<file path="src/verilog/srxe_pkg.sv">
// Constants, register map and field layout of the sync receiver error flags block
// Assumes one system clock; modem clock and data are asynchronous pins
// What this block does
// - Error summary ORs overrun, CRC, abort flags
// - Byte-count mode drops CRC flag from summary
// - Summary read-only, drops when contributors clear
// - Overrun when buffer unread by next transfer
// - Overrun holds; clears at transfer after read
// - Overrun read-only; cleared by reset, disable
// - Byte-count mode: flag when accumulator is zero
// - CRC flag holds until next buffer transfer or abort
// - CRC flag read-only; cleared by reset, disable
// - Abort sets flag, resets receiver and data
// - Back-to-back aborts report only the first
// - Abort also sets receive-done and error summary
// - Disable resets receiver and clears receive-done
// - Closing flag inside frame sets end-of-message

package srxe_pkg;

  // ****************************************************
  // Register port
  // ****************************************************
  localparam int unsigned ADDR_W     = 8;
  localparam int unsigned DATA_W     = 16;
  localparam int unsigned IRQ_W      = 2;
  localparam logic [7:0]  OFF_RXBUF  = 8'h00;
  localparam logic [7:0]  OFF_CTL    = 8'h04;
  localparam logic [7:0]  OFF_IRQ_ST = 8'h08;
  localparam logic [7:0]  OFF_IRQ_MK = 8'h0C;

  // ****************************************************
  // Field positions
  // ****************************************************
  localparam int unsigned BIT_ERR    = 15;
  localparam int unsigned BIT_OVR    = 14;
  localparam int unsigned BIT_CRC    = 12;
  localparam int unsigned BIT_ABT    = 10;
  localparam int unsigned BIT_EOM    = 9;
  localparam int unsigned CTL_EN     = 0;
  localparam int unsigned CTL_BYTE   = 1;
  localparam int unsigned CTL_DONE   = 7;
  localparam int unsigned IRQ_DONE   = 0;
  localparam int unsigned IRQ_ERR    = 1;

  // ****************************************************
  // Reset values, characters, counts
  // ****************************************************
  localparam logic [7:0]  RST_BYTE      = 8'h00;
  localparam logic [IRQ_W-1:0] RST_IRQ  = 2'h0;
  localparam logic [DATA_W-1:0] RST_WORD = 16'h0000;
  localparam logic [7:0]  FLAG_CHAR     = 8'h7E;
  localparam logic [7:0]  SYNC_CHAR     = 8'h96;
  localparam logic [15:0] CRC_POLY_BIT  = 16'h8408;
  localparam logic [15:0] CRC_INIT_BIT  = 16'hFFFF;
  localparam logic [15:0] CRC_GOOD_BIT  = 16'hF0B8;
  localparam logic [15:0] CRC_POLY_BYTE = 16'hA001;
  localparam logic [15:0] CRC_INIT_BYTE = 16'h0000;
  localparam logic [2:0]  ONES_DEL      = 3'h5;
  localparam logic [2:0]  ONES_ABORT    = 3'h6;
  localparam logic [2:0]  ONES_MAX      = 3'h7;
  localparam logic [3:0]  CHAR_LAST     = 4'h7;

  typedef enum logic [1:0] {ST_HUNT, ST_SYNC, ST_FRAME} srxe_state_e;

endpackage : srxe_pkg

</file>
<file path="src/verilog/srxe_top.sv">
// Receive framing and error flags of a bit-synchronous serial receiver
// Assumes modem clock and data are pins asynchronous to mclk; registers on a plain port
`timescale 1ns/1ps
module srxe_top (
  input  wire logic                       mclk,
  input  wire logic                       rstn,
  input  wire logic [srxe_pkg::ADDR_W-1:0] reg_addr,
  input  wire logic [srxe_pkg::DATA_W-1:0] reg_wdata,
  input  wire logic                       reg_wr,
  input  wire logic                       reg_rd,
  output logic      [srxe_pkg::DATA_W-1:0] reg_rdata,
  input  wire logic                       modem_rx_clk,
  input  wire logic                       modem_rx_data,
  output logic                            irq
);
  import srxe_pkg::*;

  logic              rxc_s, rxd_s, rxc_q, bit_stb;
  logic              en_q, bytem_q;
  srxe_state_e       st_q;
  logic [7:0]        win_q, win_n, sh_q, sh_n, hold_q, xbyte, data_q;
  logic [2:0]        ones_q;
  logic [3:0]        cnt_q;
  logic              have_q, eom_pend_q;
  logic [15:0]       crc_q, crc_new;
  logic              is_flag, is_abort, is_del, take, full;
  logic              xfer_data, xfer_eom, xfer;
  logic              eom_q, ovr_q, crcf_q, abt_q, done_q, rd_seen_q, err_q, err_sum;
  logic              sel_buf, sel_ctl, sel_ist, sel_imk, rd_buf;
  logic [IRQ_W-1:0]  irq_st_q, irq_mk_q, irq_ev, irq_clr;
  logic [DATA_W-1:0] rd_mux;

  // ****************************************************
  // Pin synchronisation and bit strobe
  // ****************************************************
  srxe_sync #(.W(2)) u_sync (
    .clk    (mclk),
    .rstn   (rstn),
    .async_i({modem_rx_clk, modem_rx_data}),
    .sync_o ({rxc_s, rxd_s})
  );

  always_ff @(posedge mclk or negedge rstn) begin
    if (!rstn) begin
      rxc_q <= 1'b0;
    end else begin
      rxc_q <= rxc_s;
    end
  end

  assign bit_stb = rxc_s & ~rxc_q;

  // ****************************************************
  // Register decode and control register
  // ****************************************************
  assign sel_buf = reg_addr == OFF_RXBUF;
  assign sel_ctl = reg_addr == OFF_CTL;
  assign sel_ist = reg_addr == OFF_IRQ_ST;
  assign sel_imk = reg_addr == OFF_IRQ_MK;
  assign rd_buf  = reg_rd & sel_buf;

  always_ff @(posedge mclk or negedge rstn) begin
    if (!rstn) begin
      en_q    <= 1'b0;
      bytem_q <= 1'b0;
    end else if (reg_wr && sel_ctl) begin
      en_q    <= reg_wdata[CTL_EN];
      bytem_q <= reg_wdata[CTL_BYTE];
    end
  end

  // ****************************************************
  // Bit-level decode
  // ****************************************************
  function automatic logic [15:0] crc_step(input logic [15:0] c, input logic [7:0] d, input logic [15:0] poly);
    logic [15:0] r;
    r = c;
    for (int i = 0; i < 8; i++) begin
      r = (r[0] ^ d[i]) ? ((r >> 1) ^ poly) : (r >> 1);
    end
    return r;
  endfunction : crc_step

  assign win_n    = {rxd_s, win_q[7:1]};
  assign sh_n     = {rxd_s, sh_q[7:1]};
  assign is_flag  = bit_stb & ~bytem_q & (win_n == FLAG_CHAR);
  assign is_abort = bit_stb & ~bytem_q & rxd_s & (ones_q == ONES_ABORT) & (st_q != ST_HUNT);
  assign is_del   = bit_stb & ~bytem_q & ~rxd_s & (ones_q == ONES_DEL);
  assign take     = bit_stb & (st_q != ST_HUNT) & ~is_flag & ~is_abort & ~is_del;
  assign full     = take & (cnt_q == CHAR_LAST);
  assign xfer_data = bytem_q ? full
                   : (st_q == ST_FRAME) & (full | (is_flag & have_q));
  assign xfer_eom  = eom_pend_q & bit_stb & ~is_abort;
  assign xfer      = xfer_data | xfer_eom;
  assign xbyte     = bytem_q ? sh_n : hold_q;
  assign crc_new   = crc_step(crc_q, xbyte, bytem_q ? CRC_POLY_BYTE : CRC_POLY_BIT);

  // ****************************************************
  // Receiver framing state
  // ****************************************************
  always_ff @(posedge mclk or negedge rstn) begin
    if (!rstn) begin
      st_q       <= ST_HUNT;
      win_q      <= RST_BYTE;
      ones_q     <= '0;
      cnt_q      <= '0;
      sh_q       <= RST_BYTE;
      hold_q     <= RST_BYTE;
      have_q     <= 1'b0;
      eom_pend_q <= 1'b0;
      crc_q      <= CRC_INIT_BIT;
    end else if (!en_q || is_abort) begin
      st_q       <= ST_HUNT;
      win_q      <= RST_BYTE;
      ones_q     <= is_abort ? ONES_MAX : 3'h0;
      cnt_q      <= '0;
      sh_q       <= RST_BYTE;
      hold_q     <= RST_BYTE;
      have_q     <= 1'b0;
      eom_pend_q <= 1'b0;
      crc_q      <= CRC_INIT_BIT;
    end else if (bit_stb) begin
      win_q      <= win_n;
      ones_q     <= !rxd_s ? 3'h0 : (ones_q == ONES_MAX) ? ones_q : ones_q + 3'h1;
      eom_pend_q <= is_flag & (st_q == ST_FRAME);
      if (bytem_q) begin
        if (st_q == ST_HUNT) begin
          if (win_n == SYNC_CHAR) begin
            st_q  <= ST_FRAME;
            cnt_q <= '0;
            crc_q <= CRC_INIT_BYTE;
          end
        end else begin
          sh_q  <= sh_n;
          cnt_q <= full ? 4'h0 : cnt_q + 4'h1;
          if (full) begin
            crc_q <= crc_new;
          end
        end
      end else if (is_flag) begin
        st_q   <= ST_SYNC;
        cnt_q  <= '0;
        have_q <= 1'b0;
        if (xfer_data) begin
          crc_q <= crc_new;
        end
      end else if (take) begin
        sh_q  <= sh_n;
        cnt_q <= full ? 4'h0 : cnt_q + 4'h1;
        if (full) begin
          hold_q <= sh_n;
          have_q <= 1'b1;
          case (st_q)
            ST_SYNC: begin
              st_q  <= ST_FRAME;
              crc_q <= CRC_INIT_BIT;
            end
            ST_FRAME: begin
              crc_q <= crc_new;
            end
            default: begin
              st_q <= ST_HUNT;
            end
          endcase
        end
      end
    end
  end

  // ****************************************************
  // Data byte, end-of-message and CRC flag
  // ****************************************************
  always_ff @(posedge mclk or negedge rstn) begin
    if (!rstn) begin
      data_q <= RST_BYTE;
      eom_q  <= 1'b0;
      crcf_q <= 1'b0;
    end else if (!en_q || is_abort) begin
      data_q <= RST_BYTE;
      eom_q  <= 1'b0;
      crcf_q <= 1'b0;
    end else if (xfer_data) begin
      data_q <= xbyte;
      eom_q  <= 1'b0;
      crcf_q <= bytem_q & (crc_new == CRC_INIT_BYTE);
    end else if (xfer_eom) begin
      eom_q  <= 1'b1;
      crcf_q <= crc_q != CRC_GOOD_BIT;
    end
  end

  // ****************************************************
  // Receive-done, abort and overrun flags
  // ****************************************************
  always_ff @(posedge mclk or negedge rstn) begin
    if (!rstn) begin
      done_q <= 1'b0;
      abt_q  <= 1'b0;
    end else if (!en_q) begin
      done_q <= 1'b0;
      abt_q  <= 1'b0;
    end else begin
      done_q <= xfer | is_abort | (done_q & ~rd_buf);
      abt_q  <= is_abort | (abt_q & ~rd_buf);
    end
  end

  always_ff @(posedge mclk or negedge rstn) begin
    if (!rstn) begin
      ovr_q     <= 1'b0;
      rd_seen_q <= 1'b0;
    end else if (!en_q) begin
      ovr_q     <= 1'b0;
      rd_seen_q <= 1'b0;
    end else if (xfer) begin
      ovr_q     <= (done_q & ~rd_buf) | (ovr_q & ~rd_seen_q & ~rd_buf);
      rd_seen_q <= 1'b0;
    end else if (rd_buf) begin
      rd_seen_q <= 1'b1;
    end
  end

  assign err_sum = ovr_q | (crcf_q & ~bytem_q) | abt_q;

  // ****************************************************
  // Interrupt status and mask
  // ****************************************************
  assign irq_ev  = {err_sum & ~err_q, xfer | is_abort};
  assign irq_clr = (reg_wr && sel_ist) ? reg_wdata[IRQ_W-1:0] : RST_IRQ;

  always_ff @(posedge mclk or negedge rstn) begin
    if (!rstn) begin
      err_q    <= 1'b0;
      irq_st_q <= RST_IRQ;
      irq_mk_q <= RST_IRQ;
      irq      <= 1'b0;
    end else begin
      err_q    <= err_sum;
      irq_st_q <= irq_ev | (irq_st_q & ~irq_clr);
      irq      <= |(irq_st_q & irq_mk_q);
      if (reg_wr && sel_imk) begin
        irq_mk_q <= reg_wdata[IRQ_W-1:0];
      end
    end
  end

  // ****************************************************
  // Read data
  // ****************************************************
  always_comb begin
    rd_mux = RST_WORD;
    if (sel_buf) begin
      rd_mux[BIT_ERR]  = err_sum;
      rd_mux[BIT_OVR]  = ovr_q;
      rd_mux[BIT_CRC]  = crcf_q;
      rd_mux[BIT_ABT]  = abt_q;
      rd_mux[BIT_EOM]  = eom_q;
      rd_mux[7:0]      = data_q;
    end else if (sel_ctl) begin
      rd_mux[CTL_EN]   = en_q;
      rd_mux[CTL_BYTE] = bytem_q;
      rd_mux[CTL_DONE] = done_q;
    end else if (sel_ist) begin
      rd_mux[IRQ_W-1:0] = irq_st_q;
    end else if (sel_imk) begin
      rd_mux[IRQ_W-1:0] = irq_mk_q;
    end
  end

  always_ff @(posedge mclk or negedge rstn) begin
    if (!rstn) begin
      reg_rdata <= RST_WORD;
    end else begin
      reg_rdata <= reg_rd ? rd_mux : RST_WORD;
    end
  end
endmodule : srxe_top

</file>
<file path="src/verilog/srxe_sync.sv">
// Two-flop synchroniser for asynchronous pin levels
// Assumes inputs are slow levels relative to clk
`timescale 1ns/1ps
module srxe_sync #(
  parameter int unsigned W = 2
) (
  input  wire logic         clk,
  input  wire logic         rstn,
  input  wire logic [W-1:0] async_i,
  output logic      [W-1:0] sync_o
);

  logic [W-1:0] meta_q;

  // ****************************************************
  // One synchroniser per bit
  // ****************************************************
  for (genvar i = 0; i < W; i++) begin : g_bit
    always_ff @(posedge clk or negedge rstn) begin
      if (!rstn) begin
        meta_q[i] <= 1'b0;
        sync_o[i] <= 1'b0;
      end else begin
        meta_q[i] <= async_i[i];
        sync_o[i] <= meta_q[i];
      end
    end
  end

endmodule : srxe_sync

</file>
<file path="config.mk">
export PLATFORM = sky130hd
export DESIGN_NAME = srxe_top
export DESIGN_NICKNAME = d
export VERILOG_FILES = /design/src/verilog/srxe_pkg.sv /design/src/verilog/srxe_top.sv /design/src/verilog/srxe_sync.sv
export SDC_FILE = /design/constraint.sdc
export NUM_CORES = 1
export LEC_CHECK = 0
export BUFFER_PORTS_ARGS = -buffer_cell sky130_fd_sc_hd__buf_2
export CORE_MARGIN = 2
export CORE_UTILIZATION = 58
export CTS_CLUSTER_SIZE = 40
export DETAILED_ROUTE_END_ITERATION = 12
export PLACE_DENSITY = 0.78
export SETUP_SLACK_MARGIN = 0.3
export SYNTH_ARGS = -nofsm -noshare
export SYNTH_HDL_FRONTEND = slang
export SYNTH_SLANG_ARGS = --single-unit
</file>
<file path="constraint.sdc">
create_clock -name mclk -period 2.8 [get_ports mclk]
set_input_delay 0.14 -clock mclk [delete_from_list [all_inputs] [get_ports mclk]]
set_output_delay 0.14 -clock mclk [all_outputs]
set_load 0.01 [all_outputs]
</file>
==> results of run 1 <==
[routing by layer]
metal,share of wire (%),track usage [%],vias up
met3,6.6,4.81,26
met5,0,0,-
li1,-,-,1803
met4,2.7,9.62,0
met2,49,43.3,168
met1,42,34.8,1987
[final cells by class]
class	count	area (um^2)
fillers	599	2380
well taps	105	131
multi-input cells	355	2620
clock buffers	12	145
inverters	12	45.0
clock inverters	4	76.3
flip-flops and latches	89	2250
repair buffers	78	607
[cell usage in the layout, fill, tap and decap left out, types with 4 or more instances in the layout]
| master | Yosys | layout |
|---|---|---|
| o21ai_0 | 23 | 23 |
| buf_4 | 5 | 40 |
| xor2_1 | 15 | 14 |
| clkbuf_8 | 0 | 10 |
| nor2_1 | 45 | 45 |
| mux2i_1 | 26 | 24 |
| o21a_1 | 7 | 6 |
| mux2_2 | 10 | 10 |
| buf_2 | 3 | 29 |
| a21oi_1 | 25 | 23 |
| xnor3_1 | 5 | 5 |
| inv_1 | 12 | 12 |
| dfrtp_1 | 73 | 72 |
| xnor2_2 | 0 | 4 |
| nor2b_1 | 4 | 4 |
| ha_1 | 5 | 5 |
| nand2_1 | 48 | 48 |
| a211oi_1 | 12 | 11 |
| nand3_1 | 11 | 11 |
| buf_12 | 0 | 4 |
| dfstp_2 | 16 | 16 |
| nor3_1 | 13 | 12 |
| xnor2_1 | 28 | 24 |
| and2_1 | 10 | 10 |
[timing repair]
item,CTS,global route
pin swaps,0,10
endpoints found under the setup margin,25,25
gates cloned,0,3
setup buffers,1,13
hold buffers,2,0
hold endpoints to repair,2,0
gates resized for setup,5,14
[stage by stage]
step,power [mW],setup WS [ns],utilization (%),cell area (um^2),cells
final,2.75,0.175,71.1,5870,655
after global routing,2.86,0.172,71.1,5870,655
after CTS,2.72,0.272,68.1,5630,639
after detailed placement,1.73,0.171,64.9,5360,620
after global placement,1.72,0.222,64.9,5360,620
after floorplan,1.61,0.315,-,4970,485
[flip-flops by register name, summed over array words and instances, names as in the netlist, 2 cells and up]
register       flops
irq_mk_q           2
ones_q             3
hold_q             8
data_q             8
u_sync.sync_o      2
win_q              7
sh_q               7
reg_rdata         13
u_sync.meta_q      2
st_q               2
crc_q             16
irq_st_q           2
cnt_q              4
[critical path, stage by stage (launching register included)]
cell and delay [ns]:
dfstp_2 0.57, buf_4 0.17, xnor2_2 0.17, xnor3_2 0.58, xnor3_1 0.45, a211oi_1 0.31, o21ai_1 0.15, a2bb2oi_1 0.15
[cell families after synthesis]
| group | after synthesis |
|---|---|
| simple gates | 159 |
| compound gates | 94 |
| flops | 89 |
| xor+xnor | 52 |
| mux | 42 |
| buf+inv | 41 |
| fa+ha+maj | 5 |
| other cells | 1 |
[power groups by stage]
| stage | sequential [mW] | combinational (mW) | clock [mW] |
|---|---|---|---|
| finish | 1.34 | 0.416 | 0.998 |
| global route | 1.34 | 0.443 | 1.07 |
| CTS | 1.34 | 0.374 | 1.01 |
| detailed placement | 1.36 | 0.369 | 0 |
| global placement | 1.36 | 0.361 | 0 |
| floorplan | 1.35 | 0.261 | 0 |
[path summary, 6_finish.rpt]
kind                                                 start                         end
worst min-delay path                                  rstn      reg_rdata[0]$_DFF_PN0_
min in group mclk                             reg_wdata[0]     irq_mk_q[0]$_DFFE_PN0P_
worst max register to register        crc_q[0]$_DFFE_PN1P_       crc_q[15]$_DFFE_PN1P_
worst max-delay path                  crc_q[0]$_DFFE_PN1P_       crc_q[15]$_DFFE_PN1P_
max in group asynchronous                             rstn        crc_q[6]$_DFFE_PN1P_
worst min register to register  u_sync.meta_q[0]$_DFF_PN0_  u_sync.sync_o[0]$_DFF_PN0_
==> metrics.md, run 1 <==
| Metric | Value |
|---|---|
| Type of the tightest min-delay check | `input pin to asynchronous set/reset pin` |
| Static leakage | `2.68 nW` |
| Clock group share of total power | `36.3%` |
| Drt wl/cell | `19.1 um` |
| Remaining routing DRC violations | `0` |
| Via density | `6.08` |
| Top cell types by occurrence after synthesis | `dfrtp_1, nand2_1, nor2_1, xnor2_1, mux2i_1` |
| Clock network latency to the later pin of the worst-skew pair | `0.37 ns` |
| Simple-gate share of the synthesized area | `15.3%` |
| Core ar. | `8260 um^2` |
| Cell count after synthesis | `483` |
| Maximum clock rate | `381 MHz` |
| Site Rows | `33` |
| Worst setup path class | `flip-flop to flip-flop` |
| Last weighted congestion value of the routability-driven placer | `0.997` |
| Detailed router's first-iteration violation count | `306` |
| Clock period minus worst slack | `2.62 ns` |
| Worst slew margin relative to its limit | `28.9%` |
| Kind of launch point of the worst setup path | `flip-flop` |
| Actual transition at the worst max-transition pin | `1.07 ns` |
| EDFF count, synth | `0` |
| Pin count of the biggest net entering global routing | `87` |
| Total vias in the final route | `3984` |
| Setup Skew | `0.00896 ns` |
| Largest family of logic cells by synthesized area | `simple AND/OR/NAND/NOR gates` |
| Maximum level of the CTS H-tree | `3` |
| Number of warnings printed during yosys synthesis | `0` |
| Fraction of power spent switching nets | `26.1%` |
| HPWL after detailed placement | `8210 um` |
| Switching Power | `0.718 mW` |
| Post-synthesis sequential element count | `89` |
| Cell type with the largest total area after synthesis | `dfrtp_1` |
| Fraction of power consumed by combinational cells | `15.1%` |
| Sequential element share of the synthesized area | `45.3%` |
| Total inserted antenna cells | `0` |
| Unrepaired setup endpoints after global routing | `yes` |
| Tot GR Track Use | `26.3%` |
| TritonCTS clock tree | `built` |
| Unique cell type count in the Yosys netlist | `61` |
| Critical path peak fanout | `4` |
| Die outline area | `9310 um^2` |
| Hold WS | `-0.0730 ns` |
| Ports placed on the boundary | `47` |
| Layout cell share with drive strength beyond 1 | `26.9%` |
| Internal power contribution | `2.04 mW` |
| Violations in the final reports | `negative hold slack` |
| Post-Route Setup TNS | `0 ns` |
| Final Hold Violating Endpoints | `29` |
| Power per Cell Area | `469 nW/um^2` |
| XOR/XNOR share of the synthesized area | `12.0%` |
| Post-synthesis compound-gate area fraction | `12.3%` |
| Reported max-cap violation count | `0` |
| Worst endpoint data arrival time | `2.92 ns` |
| Run status | `complete, but fails checks` |
| Async S/R FF share, synth | `100%` |
| Chip height | `96.5 um` |
| Final net count | `580` |
| Clock root cell | `clkbuf_8` |
| Part of the power in registers | `48.6%` |
| Crit end category | `flip-flop` |
| Max VDD drop | `0.299 mV` |
| Endpoint required time on the critical path | `3.09 ns` |
| Drt pass-1 iters | `5` |
| Post-Synthesis Mean Instance Area | `10.3 um^2` |
| Total routed wirelength | `12500 um` |
| Post-synthesis to final-layout area growth | `18.4%` |
| Number of routed nets with antenna violations | `0` |
| Number of cells on the worst reg-to-reg path | `7` |
| Die width | `96.5 um` |
| CTS Buffer Depth | `2` |
| CTS buffer count | `9` |
| Adder-cell share of the synthesized area | `1.26%` |
| Wire length of the first global-routing pass | `18400 um` |
| # setup viols final | `0` |
| Leftover overflow at the end of global routing | `0` |
| Vias in the first global route | `3701` |
| Count of buffers inserted at the top-level ports | `29` |
| Initial Util | `60.1%` |
| Multiplexer area fraction after synthesis | `9.78%` |
| Clock sink total | `89` |
| Register clock-pin slew on the reported worst setup and hold paths | `0.09 ns` |
| Share of the synthesized area in the top cell type | `36.8%` |
| Reg-to-reg slack, setup | `0.18 ns` |
| Leading post-synthesis cells by cell area | `dfrtp_1, dfstp_2, mux2i_1` |
| Number of antenna violations at the first check in global routing | `0` |
| Slew Limit Fails | `0` |
| Top flip-flop cell by instance count after synthesis | `dfrtp_1` |
| Final critical-path share of the clock period | `93.7%` |
| Library cell with the highest instance count after synthesis | `dfrtp_1` |
| Post-synthesis instance area | `4960 um^2` |
Power figures use the tool's default switching activity.
==> run 2, diff against run 1 <==
- PLACE_DENSITY: 0.78 -> not set
- PLACE_DENSITY_LB_ADDON: not set -> 0.05
==> run 2 against run 1 <==
Effect of this change:
- the flow now finishes without violations
- total power is 4.6% lower
- fmax is 3.9% higher
- sequential power hardly changed
- core utilization is 0.14 points higher
- register-to-register slack better by 0.099 ns
- clock skew is 0.0076 ns higher
- die area stayed put
==> metrics.md, run 2 (synthesis results as in run 1) <==
| Metric | Value |
|---|---|
| Number of antenna violations at the first check in global routing | `0 (unchanged)` |
| Most flop-heavy register | `crc_q` |
| Site Rows | `33 (unchanged)` |
| Worst slew margin relative to its limit | `29.9% (+1.0 points)` |
| Final instance count without filler cells | `658 (+0.46%)` |
| Unrepaired setup endpoints after global routing | `yes` |
| Remaining routing DRC violations | `0 (unchanged)` |
| Leftover overflow at the end of global routing | `0 (unchanged)` |
| Clock root cell | `clkbuf_8` |
| Worst setup path class | `flip-flop to flip-flop` |
| Number of placed instances, taps included | `620 (unchanged)` |
| Count of buffers inserted at the top-level ports | `29 (unchanged)` |
| Reg-to-reg slack, setup | `0.27 ns (+0.10 ns)` |
| Kind of launch point of the worst setup path | `flip-flop` |
| Maximum clock rate | `396 MHz (+3.9%)` |
| Via density | `5.86 (-3.7%)` |
| Final critical-path share of the clock period | `90.2% (-3.6 points)` |
| Layout cell share with drive strength beyond 1 | `28.4% (+1.5 points)` |
| Endpoint required time on the critical path | `3.12 ns (+0.03 ns)` |
| Pin count of the biggest net entering global routing | `87 (unchanged)` |
| Most frequent cells in the layout | `dfrtp_1, nand2_1, buf_4` |
| Wire length of the first global-routing pass | `19300 um (+4.8%)` |
| Drt wl/cell | `18.5 um (-3.0%)` |
| Worst stage delay on the critical path | `0.44 ns (-0.14 ns)` |
| Top flop regs | `crc_q (16), reg_rdata (13)` |
| Drt pass-1 iters | `5 (unchanged)` |
| Clock period minus worst slack | `2.53 ns (-0.0994 ns)` |
| Total inserted antenna cells | `0 (unchanged)` |
| Launching instance or port of the critical path | `bytem_q$_DFFE_PN0P_` |
| Static leakage | `2.64 nW (-1.5%)` |
| Initial Util | `60.1% (unchanged)` |
| Crit end category | `flip-flop` |
| Chip height | `96.5 um (unchanged)` |
| Ports placed on the boundary | `47 (unchanged)` |
| HPWL after detailed placement | `8360 um (+1.9%)` |
| Clock sink total | `89 (unchanged)` |
| Number of cells on the worst reg-to-reg path | `9 (+2)` |
| Design area | `5880 um^2 (+0.19%)` |
| Die outline area | `9310 um^2 (unchanged)` |
| Final Hold Violating Endpoints | `0 (-100%)` |
| Post-synthesis to final-layout area growth | `18.6%` |
| Worst endpoint data arrival time | `2.85 ns (-0.07 ns)` |
| Vias in the first global route | `3791 (+2.4%)` |
| Met2 routed wirelength | `6080 um (-0.72%)` |
| Reported max-cap violation count | `0 (unchanged)` |
| Run status | `completed` |
| Worst-path cell chain | `buf_4 -> buf_6 -> mux2i_4 -> xnor2_4 -> xnor2_1 -> xnor3_1 -> a21oi_2 -> xnor2_2 -> o221a_2` |
| Critical path peak fanout | `7 (+3)` |
| Detailed router's first-iteration violation count | `154 (-50%)` |
| Critical register-to-register path endpoint | `crc_q[14]$_DFFE_PN1P_` |
| Register clock-pin slew on the reported worst setup and hold paths | `0.10 ns (about the same)` |
| Cell type group with the largest total delay on the critical path | `XOR/XNOR gates` |
| CTS buffer count | `9 (unchanged)` |
| Type of the tightest min-delay check | `input pin to flip-flop` |
| Maximum level of the CTS H-tree | `3 (unchanged)` |
| Slowest CP cell | `dfrtp_2` |
| Setup Skew | `0.0166 ns (+0.00765 ns)` |
| Max VDD drop | `0.255 mV (-15%)` |
| Worst Slack Setup Final | `0.275 ns (+0.0994 ns)` |
| Slew Limit Fails | `0 (unchanged)` |
| Origin of the critical flop-to-flop path | `bytem_q$_DFFE_PN0P_` |
| # setup viols final | `0 (unchanged)` |
| Power per Cell Area | `446 nW/um^2 (-4.8%)` |
| Core ar. | `8260 um^2 (unchanged)` |
| Placed inst area | `5330 um^2 (-0.47%)` |
| Post-placement setup slack | `0.117 ns (-0.0534 ns)` |
| Final net count | `583 (+0.52%)` |
| Die width | `96.5 um (unchanged)` |
| Highest metal layer with signal wires | `met4` |
| Total vias in the final route | `3856 (-3.2%)` |
| Total routed wirelength | `12200 um (-2.6%)` |
| Number of flip-flops under the largest register name | `16 (unchanged)` |
| Critical path depth | `9 (+2)` |
| Number of routed nets with antenna violations | `0 (unchanged)` |
| Actual transition at the worst max-transition pin | `1.05 ns (-0.0157 ns)` |
| Metal-1 WL | `5380 um (+3.2%)` |
| Tot GR Track Use | `27.7% (+1.4 points)` |
| Destination of the critical timing path | `crc_q[14]$_DFFE_PN1P_` |
| Routed length on met3 | `467 um (-43%)` |
| TritonCTS clock tree | `built` |
| Last weighted congestion value of the routability-driven placer | `0.978 (-1.9%)` |
| Number of buffer and inverter instances along the worst setup path | `2 (+1)` |
| Post-Route Setup TNS | `0 ns (unchanged)` |
| Clock network latency to the later pin of the worst-skew pair | `0.38 ns (about the same)` |
| Leading cell type in the layout, fill and taps excluded | `dfrtp_1` |
| Worst Hold Path Cells | `2` |
| Overall power | `2.63 mW (-4.6%)` |
| Final-layout fill cell count | `625 (+4.3%)` |
| CTS Buffer Depth | `2 (unchanged)` |
[run 2: final cells by class]
type,count,area [um^2],share of cell area (%)
clock buffers,9,124,2.11
inverters,12,45.0,0.765
multi-input cells,355,2650,45.0
clock inverters,7,75.1,1.28
repair buffers,81,612,10.4
flip-flops and latches,89,2250,38.2
well taps,105,131,2.23
[run 2: report_power, final]
| group | total, mW | switching, mW | leakage [nW] | internal [mW] |
|---|---|---|---|---|
| Clock | 0.875 | 0.529 | 0.0959 | 0.347 |
| Sequential | 1.34 | 0.0267 | 1.16 | 1.31 |
| Combinational | 0.412 | 0.219 | 1.39 | 0.194 |
[run 2: how the worst min path moves through the flow]
stage | to | startpoint | slack [ns]
after global placement | u_sync.meta_q[0]$_DFF_PN0_ | modem_rx_data | 0.25
after detailed placement | u_sync.meta_q[1]$_DFF_PN0_ | modem_rx_clk | 0.25
after floorplan | abt_q$_DFF_PN0_ | rstn | -0.16
after CTS | reg_rdata[0]$_DFF_PN0_ | reg_rd | 0.02
final | reg_rdata[0]$_DFF_PN0_ | reg_rd | 0.02
after global routing | reg_rdata[0]$_DFF_PN0_ | reg_rd | 0.03
[run 2: layer usage]
metal / vias to the layer above / global-route usage (%)
met5: - / 0
met4: 0 / 8.80
met3: 21 / 3.96
met2: 97 / 47.0
met1: 1929 / 36.8
li1: 1809 / -
[run 2: through the flow]
step                      hold WS, ns  util (%)
final                          0.0228      71.3
after CTS                      0.0152      69.0
after global placement          0.249      64.6
after detailed placement        0.254      64.6
after global routing           0.0276      71.3
after floorplan                -0.156         -
[run 2: repair_timing]
action,in CTS,in global routing
cloned,1,1
hold endpoints to repair,18,0
pin swaps,4,13
setup buffers,6,11
hold buffers,3,0
setup endpoints to repair,29,23
resized for setup,11,18
[run 2: worst reg2reg max path, cell delays in order (launching register included)]
cell,delay [ns]
dfrtp_2,0.44
buf_4,0.17
buf_6,0.14
mux2i_4,0.21
xnor2_4,0.30
xnor2_1,0.19
xnor3_1,0.43
a21oi_2,0.19
xnor2_2,0.17
o221a_2,0.24
==> run 3, diff against run 2 <==
- CORE_ASPECT_RATIO: not set -> 1.5
- SYNTH_HIERARCHICAL: not set -> 1
==> run 3 against run 2 <==
Effect of this change:
- the run now ends with negative hold slack left
- largest cell class unchanged
- sequential cell count unchanged
- final area up 4.7%
- combinational power up 55%
- wire length up 7.3%
- total power up 22%
- non-clock buffer count up 14
- hold slack worse by 0.024 ns
==> metrics.md, run 3 <==
| Metric | Value |
|---|---|
| Total routed wirelength | `13100 um (+7.3%)` |
| Run status | `complete, but fails checks` |
| CTS buffer count | `9 (unchanged)` |
| Detailed router's first-iteration violation count | `253 (+64%)` |
| Critical register-to-register path endpoint | `crcf_q$_DFFE_PN0P_` |
| Worst endpoint data arrival time | `2.76 ns (-0.09 ns)` |
| Reg-to-reg slack, setup | `0.27 ns (about the same)` |
| Highest metal layer with signal wires | `met4` |
| Most flop-heavy register | `crc_q` |
| Actual transition at the worst max-transition pin | `1.10 ns (+0.0477 ns)` |
| Maximum clock rate | `396 MHz (about the same)` |
| Wire length of the first global-routing pass | `20700 um (+7.2%)` |
| Register clock-pin slew on the reported worst setup and hold paths | `0.07 ns (-0.03 ns)` |
| Type of the tightest min-delay check | `input pin to asynchronous set/reset pin` |
| Clock network latency to the later pin of the worst-skew pair | `0.35 ns (-0.03 ns)` |
| Number of cells on the worst reg-to-reg path | `9 (unchanged)` |
| Routed length on met3 | `540 um (+16%)` |
| # setup viols final | `0 (unchanged)` |
| Largest family of logic cells by synthesized area | `simple AND/OR/NAND/NOR gates` |
| CTS Buffer Depth | `2 (unchanged)` |
| Drt wl/cell | `19.0 um (+2.8%)` |
| Endpoint required time on the critical path | `3.04 ns (-0.08 ns)` |
| Post-Synthesis Mean Instance Area | `10.0 um^2 (-2.5%)` |
| Cell type with the highest occurrence count on the critical path | `xnor2_4` |
| Cell count after synthesis | `500 (+3.5%)` |
| Count of buffers inserted at the top-level ports | `29 (unchanged)` |
| Kind of launch point of the worst setup path | `flip-flop` |
| Setup Skew | `0.00596 ns (-0.0107 ns)` |
| Final critical-path share of the clock period | `90.2% (about the same)` |
| Last weighted congestion value of the routability-driven placer | `0.978 (about the same)` |
| Launching instance or port of the critical path | `bytem_q$_DFFE_PN0P_` |
| Max VDD drop | `0.449 mV (+76%)` |
| Power per Cell Area | `519 nW/um^2 (+16%)` |
| Worst Slack Setup Final | `0.274 ns (-0.000876 ns)` |
| Cell type with the largest total area after synthesis | `dfrtp_1` |
| Post-synthesis compound-gate area fraction | `14.5% (+2.2 points)` |
| Post-synthesis instance area | `5010 um^2 (+0.88%)` |
| Post-placement setup slack | `0.114 ns (-0.00372 ns)` |
| Final Hold Violating Endpoints | `2 (+2)` |
| Number of antenna violations at the first check in global routing | `0 (unchanged)` |
| Number of routed nets with antenna violations | `0 (unchanged)` |
| Vias in the first global route | `4066 (+7.3%)` |
| Destination of the critical timing path | `crcf_q$_DFFE_PN0P_` |
| Simple-gate share of the synthesized area | `16.3% (+0.97 points)` |
| Via density | `5.85 (-0.20%)` |
| Clock root cell | `clkbuf_16` |
| Post-synthesis sequential element count | `89 (unchanged)` |
| Leading post-synthesis cells by cell area | `dfrtp_1, dfstp_2, xnor2_1` |
| Library cell with the highest instance count after synthesis | `dfrtp_1` |
| Site Rows | `41 (+24%)` |
| Die width | `79.9 um (-17%)` |
| Chip height | `118 um (+22%)` |
| Most frequent cells in the layout | `dfrtp_1, buf_4, nand2_1` |
| Pin count of the biggest net entering global routing | `90 (+3.4%)` |
| Adder-cell share of the synthesized area | `1.25% (-0.011 points)` |
| Async S/R FF share, synth | `100% (unchanged)` |
| Critical path peak fanout | `7 (unchanged)` |
| Placed inst area | `5460 um^2 (+2.5%)` |
| Clock sink total | `89 (unchanged)` |
| Leftover overflow at the end of global routing | `0 (unchanged)` |
| Die outline area | `9410 um^2 (+1.0%)` |
| Final net count | `610 (+4.6%)` |
| Crit end category | `flip-flop` |
| Maximum level of the CTS H-tree | `3 (unchanged)` |
| EDFF count, synth | `0 (unchanged)` |
| Reported max-cap violation count | `0 (unchanged)` |
| Final-layout fill cell count | `626 (+0.16%)` |
| Worst-path cell chain | `buf_12 -> mux2i_4 -> xnor2_4 -> xnor2_4 -> xnor3_2 -> xnor2_1 -> a21oi_1 -> xor2_1 -> o31ai_1` |
| Critical path depth | `9 (unchanged)` |
| Metal-1 WL | `4960 um (-7.9%)` |
| Initial Util | `59.5% (-0.59 points)` |
| Total inserted antenna cells | `0 (unchanged)` |
| Design area | `6160 um^2 (+4.7%)` |
| Layout cell share with drive strength beyond 1 | `29.5% (+1.1 points)` |
| Tot GR Track Use | `29.0% (+1.3 points)` |
| Clock period minus worst slack | `2.53 ns (+0.000876 ns)` |
| Leading cell type in the layout, fill and taps excluded | `dfrtp_1` |
| Origin of the critical flop-to-flop path | `bytem_q$_DFFE_PN0P_` |
| Worst setup path class | `flip-flop to flip-flop` |
| Post-synthesis to final-layout area growth | `23.1%` |
| Static leakage | `2.68 nW (+1.2%)` |
| Drt pass-1 iters | `5 (unchanged)` |
| TritonCTS clock tree | `built` |
| Hold WS | `-0.000932 ns (-0.0237 ns)` |
| Ports placed on the boundary | `47 (unchanged)` |
| XOR/XNOR share of the synthesized area | `13.0% (+1.0 points)` |
| Met2 routed wirelength | `6990 um (+15%)` |
| Top cell types by occurrence after synthesis | `dfrtp_1, nand2_1, nor2_1, o21ai_0` |
| Post-Route Setup TNS | `0 ns (unchanged)` |
| Top flop regs | `crc_q (16), reg_rdata (13)` |
| Total vias in the final route | `4018 (+4.2%)` |
| Unrepaired setup endpoints after global routing | `yes` |
| Share of the synthesized area in the top cell type | `36.5% (-0.32 points)` |
| Multiplexer area fraction after synthesis | `5.92% (-3.9 points)` |
| Core ar. | `8410 um^2 (+1.9%)` |
| Slew Limit Fails | `0 (unchanged)` |
| Sequential element share of the synthesized area | `44.9% (-0.40 points)` |
| Slowest CP cell | `xnor3_2` |
| Remaining routing DRC violations | `0 (unchanged)` |
| Cell type group with the largest total delay on the critical path | `XOR/XNOR gates` |
| Worst slew margin relative to its limit | `26.7% (-3.2 points)` |
| Worst stage delay on the critical path | `0.52 ns (+0.08 ns)` |
| Number of buffer and inverter instances along the worst setup path | `1 (-1)` |
| Violations in the final reports | `negative hold slack` |
| Number of warnings printed during yosys synthesis | `6 (+6)` |
| Unique cell type count in the Yosys netlist | `63 (+3.3%)` |
| Overall power | `3.20 mW (+22%)` |
| Number of flip-flops under the largest register name | `16 (unchanged)` |
| Top flip-flop cell by instance count after synthesis | `dfrtp_1` |
| HPWL after detailed placement | `9300 um (+11%)` |
[run 3: changes by cell type after synthesis, sizes merged, moves of 4 or more]
cell,previous run,this run
mux2i,27,15
clkbuf,14,25
mux2,13,5
o22a,0,8
buf,15,8
o21ai,26,33
a31oi,0,4
inv,12,16
nand3,11,15
xnor2,30,34
xor2,15,11
[run 3: kinds of logic after synthesis]
kind of cell	count (synthesis)
compound gates	111
fa+ha+maj	5
xor+xnor	53
flops	89
buf+inv	49
mux	22
simple gates	170
other cells	1
[run 3: how the worst min path moves through the flow]
| stage | from | end | slack [ns] |
|---|---|---|---|
| 2_1_floorplan | rstn | abt_q$_DFF_PN0_ | -0.16 |
| 3_3_place_gp | modem_rx_data | u_sync/meta_q[0]$_DFF_PN0_ | 0.25 |
| 3_5_place_dp | modem_rx_clk | u_sync/meta_q[1]$_DFF_PN0_ | 0.25 |
| 4_1_cts | reg_wdata[1] | bytem_q$_DFFE_PN0P_ | 0.03 |
| 5_1_grt | reg_wdata[1] | bytem_q$_DFFE_PN0P_ | 0.04 |
| 6_report | rstn | rxc_q$_DFF_PN0_ | -0.0009 |
[run 3: metrics by stage]
step	cells	util (%)
final	687	73.2
after floorplan	502	-
after global placement	645	64.9
after detailed placement	645	64.9
after CTS	677	71.4
after global routing	687	73.2
[run 3: where the power goes]
part           leakage (nW)  internal, mW  total, mW  switching [mW]
sequential             1.16          1.32       1.36          0.0362
clock                 0.144         0.648       1.20           0.553
combinational          1.37         0.308      0.639           0.331
[run 3: area by class of cell]
cell class                 instances  area [um^2]  share of cell area [%]
multi-input combinational        364         2730                    44.3
sequential                        89         2250                    36.5
timing repair buffer              95          696                    11.3
clock buffer                      10          239                    3.88
tap                              107          134                    2.17
inverter                          16         60.1                   0.975
clock inverter                     6         56.3                   0.914
[run 3: metal layers]
layer / vias up / track usage [%]
li1: 1887 / -
met4: 0 / 13.5
met1: 1964 / 33.2
met3: 49 / 5.60
met5: - / 0
met2: 118 / 50.9
[run 3: worst reg2reg max path, delay by kind of cell, from the launching register on]
| kind | cells | cell delay, ns |
|---|---|---|
| buffers and inverters | 1 | 0.17 |
| flip-flops | 1 | 0.41 |
| AO/OA/AOI/OAI | 2 | 0.25 |
| multiplexers | 1 | 0.32 |
| XOR/XNOR | 5 | 1.27 |
[run 3: repair_timing]
item                       CTS  global route
cloned                       0             1
gates resized for setup     20            21
pin swaps                   13             9
hold buffers                 2             0
setup endpoints to repair   16            19
hold endpoints to repair     2             0
buffers inserted            14             9
